===== src/design/espt_consts.svh =====
// constants for the encoder speed and park transform block
`ifndef ESPT_CONSTS_SVH
`define ESPT_CONSTS_SVH
`define ESPT_EDGES_PER_REV 16'h1000
`define ESPT_SPEED_STEP_RST 8'h1c
`define ESPT_KSPEED_RST 16'h0be7
`define ESPT_INV_ROOT3 16'h093d
`define ESPT_COS_OFFSET 8'h40
`define ESPT_ADDR_MASK 8'hff
`define ESPT_ANGLE_SHIFT 8
`define ESPT_FRAC_BITS 12
`define ESPT_KSPEED_FRAC 8
`endif


===== src/design/espt_pkg.sv =====
// types shared by the encoder speed and park transform block
package espt_pkg;
  typedef logic signed [15:0] espt_q412_t;
  typedef enum logic [3:0] {
    ESPT_IDLE = 4'h1,
    ESPT_SINE = 4'h2,
    ESPT_PARK = 4'h4,
    ESPT_DONE = 4'h8
  } espt_state_e;
endpackage


===== src/design/espt_quad_decoder.sv =====
// quadrature decoder: four counts per channel pulse
`timescale 1ns/1ps
`default_nettype none
module espt_quad_decoder (
  input wire logic ref_clk,
  input wire logic sys_rst,
  input wire logic clkEn,
  input wire logic encA,
  input wire logic encB,
  output logic [15:0] decoderTimerCount
);
  import espt_pkg::*;
  typedef struct packed {
    logic [2:0] syncA;
    logic [2:0] syncB;
    logic stableA;
    logic stableB;
    logic [15:0] count;
  } espt_qd_s;
  espt_qd_s st_reg;
  espt_qd_s st_next;
  logic newA;
  logic newB;
  always_comb begin
    st_next = st_reg;
    newA = st_reg.stableA;
    newB = st_reg.stableB;
    st_next.syncA = {st_reg.syncA[1:0], encA};
    st_next.syncB = {st_reg.syncB[1:0], encB};
    if (st_reg.syncA[1] == st_reg.syncA[2]) begin
      newA = st_reg.syncA[2];
    end
    if (st_reg.syncB[1] == st_reg.syncB[2]) begin
      newB = st_reg.syncB[2];
    end
    st_next.stableA = newA;
    st_next.stableB = newB;
    // an edge of either channel counts, edges of both in one cycle count once; direction from phase relation
    if ((newA != st_reg.stableA) || (newB != st_reg.stableB)) begin
      if ((newA ^ st_reg.stableB) != 1'b0) begin
        st_next.count = st_reg.count + 16'h0001;
      end else begin
        st_next.count = st_reg.count - 16'h0001;
      end
    end
  end
  always_ff @(posedge ref_clk) begin
    if (sys_rst) begin
      st_reg <= '0;
    end else if (clkEn) begin
      st_reg <= st_next;
    end
  end
  assign decoderTimerCount = st_reg.count;
endmodule
`default_nettype wire


===== src/design/espt_sine_table.sv =====
// 256-entry sine table over one electrical turn, 4.12 entries
`timescale 1ns/1ps
`default_nettype none
module espt_sine_table (
  input wire logic [7:0] sineAddr,
  output logic [15:0] sineValue
);
  import espt_pkg::*;
  // table built from a quarter wave so all 256 entries stay exact constants
  function automatic logic [15:0] quarterWave(input logic [5:0] i);
    logic [15:0] q [0:63];
    q = '{16'h0000,16'h0065,16'h00c9,16'h012d,16'h0191,16'h01f5,16'h0259,16'h02bc,
          16'h031f,16'h0381,16'h03e3,16'h0444,16'h04a5,16'h0505,16'h0564,16'h05c2,
          16'h061f,16'h067c,16'h06d7,16'h0732,16'h078b,16'h07e3,16'h083a,16'h088f,
          16'h08e4,16'h0937,16'h0988,16'h09d8,16'h0a26,16'h0a73,16'h0abf,16'h0b08,
          16'h0b50,16'h0b97,16'h0bdb,16'h0c1e,16'h0c5e,16'h0c9d,16'h0cda,16'h0d15,
          16'h0d4e,16'h0d85,16'h0db9,16'h0dec,16'h0e1c,16'h0e4b,16'h0e77,16'h0ea1,
          16'h0ec8,16'h0eee,16'h0f11,16'h0f31,16'h0f50,16'h0f6c,16'h0f85,16'h0f9c,
          16'h0fb1,16'h0fc4,16'h0fd4,16'h0fe1,16'h0fec,16'h0ff5,16'h0ffb,16'h0fff};
    quarterWave = q[i];
  endfunction
  function automatic logic [15:0] sineOf(input logic [7:0] a);
    logic [5:0] i;
    logic [15:0] m;
    i = a[6] ? (6'h3f - a[5:0] + 6'h01) : a[5:0];
    m = (a[6] && (a[5:0] == 6'h00)) ? 16'h1000 : quarterWave(i);
    sineOf = a[7] ? (16'h0000 - m) : m;
  endfunction
  // table address is the index; contents are fixed at elaboration
  assign sineValue = sineOf(sineAddr);
endmodule
`default_nettype wire


===== src/design/espt_top.sv =====
// encoder position/speed measurement and clarke/park current transform
`include "espt_consts.svh"
`timescale 1ns/1ps
`default_nettype none
module espt_top (
  input wire logic ref_clk,
  input wire logic sys_rst,
  input wire logic clkEn,
  input wire logic encA,
  input wire logic encB,
  input wire logic pwmTick,
  input wire logic [7:0] speedStepPeriod,
  input wire logic [15:0] speedScale,
  input wire espt_pkg::espt_q412_t phaseA,
  input wire espt_pkg::espt_q412_t phaseB,
  input wire logic [15:0] rotorAngle,
  output logic [15:0] position,
  output logic signed [15:0] positionIncrement,
  output espt_pkg::espt_q412_t speed,
  output logic speedValid,
  output espt_pkg::espt_q412_t alphaCurrent,
  output espt_pkg::espt_q412_t betaCurrent,
  output espt_pkg::espt_q412_t directAxisCurrent,
  output espt_pkg::espt_q412_t quadratureAxisCurrent,
  output logic transformValid
);
  import espt_pkg::*;
  typedef struct packed {
    logic [15:0] countOld;
    logic [15:0] position;
    logic signed [15:0] incr;
    logic signed [15:0] edgeAccum;
    logic [7:0] stepCount;
    logic signed [15:0] speedTmp;
    logic signed [15:0] speed;
    logic speedValid;
    logic calcSpeed;
    espt_state_e fsm;
    logic [7:0] index;
    logic signed [15:0] sinVal;
    logic signed [15:0] cosVal;
    logic signed [15:0] alpha;
    logic signed [15:0] beta;
    logic signed [15:0] dOut;
    logic signed [15:0] qOut;
    logic tValid;
  } espt_top_s;
  espt_top_s st_reg;
  espt_top_s st_next;
  logic [15:0] decoderTimerCount;
  logic [7:0] tableAddr;
  logic [15:0] tableData;
  logic pwmSeen;

  // full-precision q4.12 sum reduced by dropping fraction bits, no rounding
  function automatic logic signed [15:0] truncSum(input logic signed [32:0] s);
    truncSum = s[`ESPT_FRAC_BITS +: 16];
  endfunction

  espt_quad_decoder u_dec (
    .ref_clk(ref_clk),
    .sys_rst(sys_rst),
    .clkEn(clkEn),
    .encA(encA),
    .encB(encB),
    .decoderTimerCount(decoderTimerCount)
  );
  espt_sine_table u_tab (
    .sineAddr(tableAddr),
    .sineValue(tableData)
  );

  // table is shared between sine and cosine, so lookups run in two steps
  assign tableAddr = (st_reg.fsm == ESPT_PARK) ? 8'((st_reg.index + `ESPT_COS_OFFSET) & `ESPT_ADDR_MASK)
                                               : st_reg.index;
  assign pwmSeen = pwmTick;

  always_comb begin
    logic signed [16:0] posSum;
    logic signed [16:0] betaSum;
    logic signed [32:0] dSum;
    logic signed [32:0] qSum;
    logic signed [31:0] spdProd;
    logic signed [15:0] incrNow;
    posSum = '0;
    betaSum = '0;
    dSum = '0;
    qSum = '0;
    spdProd = '0;
    incrNow = '0;
    st_next = st_reg;
    st_next.speedValid = 1'b0;
    st_next.tValid = 1'b0;
    st_next.calcSpeed = 1'b0;
    if (pwmSeen) begin
      incrNow = $signed(decoderTimerCount - st_reg.countOld);
      st_next.incr = incrNow;
      st_next.countOld = decoderTimerCount;
      posSum = $signed({1'b0, st_reg.position}) + {incrNow[15], incrNow};
      if (posSum < 17'sd0) begin
        posSum = posSum + $signed({1'b0, `ESPT_EDGES_PER_REV});
      end
      if (posSum >= $signed({1'b0, `ESPT_EDGES_PER_REV})) begin
        posSum = posSum - $signed({1'b0, `ESPT_EDGES_PER_REV});
      end
      st_next.position = posSum[15:0];
      if ((st_reg.stepCount + 8'h01) == speedStepPeriod) begin
        st_next.speedTmp = st_reg.edgeAccum + incrNow;
        st_next.edgeAccum = '0;
        st_next.stepCount = '0;
        st_next.calcSpeed = 1'b1;
      end else begin
        st_next.edgeAccum = st_reg.edgeAccum + incrNow;
        st_next.stepCount = st_reg.stepCount + 8'h01;
      end
      st_next.index = rotorAngle[`ESPT_ANGLE_SHIFT +: 8];
      st_next.alpha = phaseA;
      betaSum = {phaseB, 1'b0} + {phaseA[15], phaseA};
      st_next.beta = truncSum(33'(betaSum * $signed({1'b0, `ESPT_INV_ROOT3})));
      st_next.fsm = ESPT_SINE;
    end
    if (st_reg.calcSpeed) begin
      spdProd = st_reg.speedTmp * $signed({1'b0, speedScale[14:0]});
      st_next.speed = spdProd[`ESPT_KSPEED_FRAC +: 16];
      st_next.speedValid = 1'b1;
    end
    case (st_reg.fsm)
      ESPT_IDLE: begin
      end
      ESPT_SINE: begin
        if (!pwmSeen) begin
          st_next.sinVal = $signed(tableData);
          st_next.fsm = ESPT_PARK;
        end
      end
      ESPT_PARK: begin
        if (!pwmSeen) begin
          st_next.cosVal = $signed(tableData);
          st_next.fsm = ESPT_DONE;
        end
      end
      ESPT_DONE: begin
        dSum = 33'(st_reg.alpha * st_reg.cosVal) + 33'(st_reg.beta * st_reg.sinVal);
        qSum = 33'(st_reg.beta * st_reg.cosVal) - 33'(st_reg.alpha * st_reg.sinVal);
        st_next.dOut = truncSum(dSum);
        st_next.qOut = truncSum(qSum);
        st_next.tValid = 1'b1;
        if (!pwmSeen) begin
          st_next.fsm = ESPT_IDLE;
        end
      end
      default: begin
        st_next.fsm = ESPT_IDLE;
      end
    endcase
  end

  always_ff @(posedge ref_clk) begin
    if (sys_rst) begin
      st_reg <= '0;
      st_reg.fsm <= ESPT_IDLE;
    end else if (clkEn) begin
      st_reg <= st_next;
    end
  end

  assign position = st_reg.position;
  assign positionIncrement = st_reg.incr;
  assign speed = st_reg.speed;
  assign speedValid = st_reg.speedValid;
  assign alphaCurrent = st_reg.alpha;
  assign betaCurrent = st_reg.beta;
  assign directAxisCurrent = st_reg.dOut;
  assign quadratureAxisCurrent = st_reg.qOut;
  assign transformValid = st_reg.tValid;
endmodule
`default_nettype wire


===== config.mk =====
export PLATFORM = sky130hd
export DESIGN_NAME = espt_top
export DESIGN_NICKNAME = d
export VERILOG_FILES = /design/src/design/espt_pkg.sv /design/src/design/espt_quad_decoder.sv /design/src/design/espt_sine_table.sv /design/src/design/espt_top.sv
export VERILOG_INCLUDE_DIRS = /design/src /design/src/design
export SDC_FILE = /design/constraint.sdc
export NUM_CORES = 2
export LEC_CHECK = 0
export BUFFER_PORTS_ARGS = -buffer_cell sky130_fd_sc_hd__buf_2
export CAP_MARGIN = 10
export CORE_MARGIN = 4
export CORE_UTILIZATION = 45
export CTS_CLUSTER_SIZE = 30
export DETAILED_ROUTE_END_ITERATION = 16
export MAX_ROUTING_LAYER = met4
export PLACE_DENSITY = 0.59
export SYNTH_ARGS = -nofsm -noshare
export SYNTH_HDL_FRONTEND = slang
export SYNTH_SLANG_ARGS = --single-unit

===== constraint.sdc =====
create_clock -name ref_clk -period 13.4 [get_ports ref_clk]
set_clock_uncertainty 0.1 [all_clocks]
set_input_delay 1.34 -clock ref_clk [delete_from_list [all_inputs] [get_ports ref_clk]]
set_output_delay 1.34 -clock ref_clk [all_outputs]
set_load 0.02 [all_outputs]

* Word-level counts from Yosys, hierarchy flattened
Memory sizes are Yosys's and may differ from the RTL's. Cells that the tools add are included.
Storage, ports and cells: memories kept 1, ROM bits 1024, output and inout port bits 114, bits in registers 239, bits of input ports 78
Memories:
- (no name shown) | depth 64, width 16, rd ports 1, clocked after Yosys merged registers in 0, wr ports 0, line espt_sine_table.sv:20 | quarterWave = q[i];
Operators by class: add/sub/neg operators 15, order comparisons 3, equality and inequality tests 9, multipliers 6, reductions and logical operators 10, muxes and demuxes 21, bitwise logic cells 3
Operators with widths (number):
- multiplier 16 x 16 -> 28 bit | 4
- two-way mux 16 bit | 6
- two-way mux 17 bit | 2
- adder 28 bit | 1
- multiplier 17 x 13 -> 28 bit (second input constant) | 1
- subtractor 28 bit | 1
- multiplier 16 x 16 -> 24 bit | 1
- two-way mux 24 bit | 1
- adder 16 x 17 -> 17 bit | 1
- adder 17 x 14 -> 17 bit (second input constant) | 1
- adder 17 bit | 1
- >= comparator 17 x 14 -> 1 bit (second input constant) | 1
- less-than comparator 17 x 1 -> 1 bit (second input constant) | 1
- adder 16 x 1 -> 16 bit (second input constant) | 1
- adder 16 bit | 1
- one-hot mux 4 bit (4 select lines) | 1
- subtractor 1 x 16 -> 16 bit (first input constant) | 1
- subtractor 16 x 1 -> 16 bit (second input constant) | 1
- subtractor 16 x 14 -> 16 bit (second input constant) | 1
- subtractor 16 bit | 1
- two-way mux 13 bit | 1
- two-way mux 4 bit | 3
- AND reduction 3 bit | 3
- adder 8 x 1 -> 8 bit (second input constant) | 1
- 21 further kinds | 30

* Logic depth before layout (Yosys ltp)
depth after elaboration 12, mapped depth 30, gate-level depth less buffers 29

* Hierarchy
Synthesis repeated with hierarchy kept, for this count alone.
Second synthesis, totals: cells, all modules 7013, area, all modules 61470.2 um^2
By module, submodules not included:
- espt_top | instances 1, area each 57473.9 um^2, cells each 6436, sequential area each 4304.1 um^2
- espt_sine_table | instances 1, area each 2274.7 um^2, cells each 354, sequential area each 0.0 um^2
- espt_quad_decoder | instances 1, area each 1721.7 um^2, cells each 223, sequential area each 480.5 um^2

* Worst setup path before layout
OpenSTA, ideal clock, no wires.
path kind input to register, start input port phaseA[2], end register st_reg, in the netlist betaCurrent[15], arrival time 7.649 ns, path buffers 1, slack 5.528 ns, stages on the path 28, data required time 13.176 ns, path through ha_1 -> a211o_1 -> o211ai_1 -> a21oi_1 -> a211o_1 -> nand3_1 -> a21oi_1 -> nor3b_1 -> clkbuf_1 -> inv_1 -> fa_1 -> inv_1 -> fa_1 -> inv_1 -> fa_1 -> inv_1 -> fa_1 -> ha_1 -> a21o_1 -> a21oi_1 -> nand2_1 -> o211ai_1 -> a31oi_1 -> and4_1 -> nor3_1 -> nor2_1 -> mux2i_1 -> nand3_1
Between the ends: word-level cells in the longest chain between the ends 2
RTL lines:
- start: declaration | line espt_top.sv:14 | input wire espt_pkg::espt_q412_t phaseA,
- adder 17 bit | line espt_top.sv:118 | betaSum = {phaseB, 1'b0} + {phaseA[15], phaseA};
- multiplier 17 x 13 -> 28 bit | line espt_top.sv:119 | st_next.beta = truncSum(33'(betaSum * $signed({1'b0, `ESPT_INV_ROOT3})));
- end signal: assignment | line espt_top.sv:163 | st_reg <= st_next;
- end: declaration | line espt_top.sv:48 | espt_top_s st_reg;
Every way passes these cells. A chain may end at the register's enable or synchronous reset.

* Worst setup path in the final report
start register st_reg, in the netlist betaCurrent[9], end register st_reg, in the netlist quadratureAxisCurrent[15]
Between the ends: word-level cells in the longest chain between the ends 2
RTL lines:
- multiplier 16 x 16 -> 28 bit | line espt_top.sv:144 | qSum = 33'(st_reg.beta * st_reg.cosVal) - 33'(st_reg.alpha * st_reg.sinVal);
- subtractor 28 bit | line espt_top.sv:144
Every way passes these cells.

==> metrics.txt <==
initial antenna violation count 0; Crit. End Element flop; routed vias/inst 5.18; Synthesized Nets 8947; Initial DRT Pass Iterations 5; vias in the first global route 48925; Hold Fails Final Rpt 0; clk buf depth 3; post-route setup TNS 0 ns; hold_buf cts 0; Port Buffers 182; dpl ws 4.34 ns; leakage power 0.0311 µW; Synth Register Bits 239; largest net degree at the start of global routing 153; Layout Nets 8797; via count 45376; I/O pins 192; Power Density 81.4 nW/µm²; Post-synth EDFFs 0; sequential share of the synthesized area 7.76%; Tot GR Track Use 24.3%; crit path max fanout 21; 1st-iter DRT viols 2315; DRC violations left 0; Clk pwr share 18.8%; Synth Area per Inst 8.70 µm²; slew at the pin closest to its max-slew limit 1.05 ns; clock root buffer clkbuf_16; routability cong. 0.890; Placed Cells 8687; Hold WC Path Type reg -> reg; Yosys top cell area share 40.9%; largest area contributor in the netlist fa_1; first-pass GRT wire length 268000 µm; prevailing post-synth register cell dfxtp_1; Rel. slew slack 29.6%; DRT Wirelength 162000 µm; Setup violations, final 0; top post-synthesis cells by area fa_1 41%, ha_1 10%, inv_1 9.2%, dfxtp_1 7.8%, and2_1 6.5%; Post-CTS Setup Bufs 0; unique cell type count in the Yosys netlist 92; share of layout cells above drive strength 1 5.35%; R2R cell count 26; internal power 2770 µW; Non-Filler Instances 8754; grt ovf 0; Sequential Power Share 14.5%; worst hold slack 0.346 ns; worst setup margin 4.32 ns; Synth top cells by count 1508 x inv_1, 1259 x fa_1, 893 x nand2_1, 642 x and2_1, 517 x ha_1; final slew viol count 0; Worst R2R End quadratureAxisCurrent[15]; Post-DRT Antenna Nets 0; CP required 13.84 ns; TritonCTS buffer count 35; maxcap violations 0; ys async rst share 0%; worst r2r src betaCurrent[9]; die area 143000 µm²; row count 135; Core Region 136000 µm²; hold path cells 2; wire per inst 18.5 µm; post-DP HPWL 126000 µm; fillers 13313; Worst EP arrival 9.52 ns; synth warn 0; synth-to-layout area growth 4.57%; most common cell in the netlist inv_1; Peak VDD IR 0.603 mV; Post-Synthesis Cells 7093; number of sinks on the clock net 239; flop2flop setup slack 4.32 ns; Worst-path clk slew 0.07 ns; Die Y 378 µm; worst hold start quadratureAxisCurrent[8]; RSZ-0062 raised after global routing false; max reg flops 101; Starting Density 45.4%; H-tree levels 2; Final period util 67.8%; P_sw 2490 µW; Post-CTS Resized 0; synthesized cell area 61700 µm²; switching share of total power 47.3%; critical path class reg -> reg; Worst-Skew Late Latency 0.61 ns; crit path time final 9.08 ns; status complete, no violations; Die Wd 378 µm; TritonCTS clock tree done; Hold EP quadratureAxisCurrent[8]; Comb pwr share 66.7%; maximum clock frequency 110 MHz; CP Launch Type flop
## per-layer routing
layer / vias up / share of wire [%] / global-route usage [%]
met4: 0 / 3.0 / 6.71
met3: 188 / 5.2 / 2.86
met2: 1059 / 48 / 40.3
met5: - / 0 / -
met1: 23139 / 43 / 31.8
li1: 20990 / - / -
## worst max-delay path by stage
stage / startpoint / end / slack, ns / cells past startpoint
global placement: betaCurrent[9] / quadratureAxisCurrent[15] / 4.42 / 26
global route: betaCurrent[9] / quadratureAxisCurrent[15] / 3.99 / 26
detailed placement: betaCurrent[9] / quadratureAxisCurrent[15] / 4.34 / 26
floorplan: phaseA[2] / betaCurrent[15] / 5.53 / 28
CTS: betaCurrent[9] / quadratureAxisCurrent[15] / 4.35 / 26
finish: betaCurrent[9] / quadratureAxisCurrent[15] / 4.32 / 26
## power groups by stage
stage,registers [µW],clock network (µW),logic [µW]
floorplan,767,0,2690
global placement,776,0,3470
detailed placement,776,0,3510
CTS,761,1020,3550
global route,764,1040,4090
finish,761,986,3510
## worst max-delay path, cell delays in order, from the launching register on
cell	delay [ns]
dfxtp_1	0.77
buf_4	0.44
and2_1	0.23
fa_1	0.43
fa_1	0.45
fa_1	0.51
inv_1	0.06
fa_1	0.50
fa_1	0.51
inv_1	0.06
fa_1	0.49
fa_1	0.50
inv_1	0.05
fa_1	0.47
inv_1	0.04
ha_1	0.18
or4_1	0.50
a221o_1	0.27
a31oi_1	0.34
o31ai_1	0.24
a21o_1	0.27
a211oi_1	0.46
or2_2	0.22
o2111ai_1	0.25
xnor2_1	0.21
nand2_1	0.19
a21oi_1	0.22
## cells in the final DEF (no fill, tap or decap), types with 8 or more instances in the layout
cell type | synthesis | routed
nand4_1 | 9 | 9
clkbuf_1 | 320 | 8
o31ai_1 | 16 | 16
o21ai_0 | 96 | 95
a31oi_1 | 32 | 32
inv_1 | 1508 | 1508
a211oi_1 | 51 | 51
a22oi_1 | 18 | 18
o22ai_1 | 15 | 15
dfxtp_1 | 239 | 239
a211o_1 | 14 | 14
nor2b_1 | 23 | 23
fa_1 | 1259 | 1259
ha_1 | 517 | 517
buf_4 | 112 | 86
nand2b_1 | 33 | 33
and2_1 | 642 | 641
or2_2 | 13 | 13
nor3b_1 | 10 | 8
xor2_1 | 67 | 67
xnor2_1 | 185 | 184
mux2i_1 | 20 | 20
buf_2 | 10 | 181
nand3_1 | 64 | 63
nand3b_1 | 22 | 22
o21bai_1 | 11 | 11
a21o_1 | 35 | 35
o211ai_1 | 19 | 19
or3_1 | 26 | 26
clkbuf_16 | 0 | 35
a21oi_1 | 275 | 275
nor4_1 | 10 | 10
nor3_1 | 68 | 68
nor2_1 | 268 | 268
o21a_1 | 19 | 19
nand2_1 | 893 | 892
and3_1 | 25 | 24
## final cells by class
cell class | count | area (µm²) | share of cell area, %
Tap cell | 1781 | 2230 | 3.45
Sequential cell | 239 | 4780 | 7.42
Antenna cell | 3 | 7.51 | 0.0116
Timing Repair Buffer | 269 | 1590 | 2.46
Multi-Input combinational cell | 4888 | 49100 | 76.1
Inverter | 1510 | 5670 | 8.79
Clock buffer | 49 | 988 | 1.53
Clock inverter | 15 | 174 | 0.270
## metrics by stage
step	utilization [%]	power (µW)	instance area [µm²]
floorplan	-	3460	61700
global placement	46.6	4250	63300
detailed placement	46.6	4290	63300
CTS	47.5	5340	64500
global route	47.5	5900	64500
finish	47.5	5250	64500
## kinds of logic (layout without fill, tap and decap cells)
logic type,count (synthesis),after routing,synth area share (%)
AO/OA/AOI/OAI,693,693,7.14
multiplexers,24,24,0.397
buffers and inverters,1966,1843,12.8
flip-flops,239,239,7.76
other,0,3,0
XOR/XNOR,254,254,3.63
adder cells (fa/ha/maj),1776,1776,51.3
AND/OR/NAND/NOR,2141,2141,17.0
Note: power is estimated with default switching activity, not from simulation.
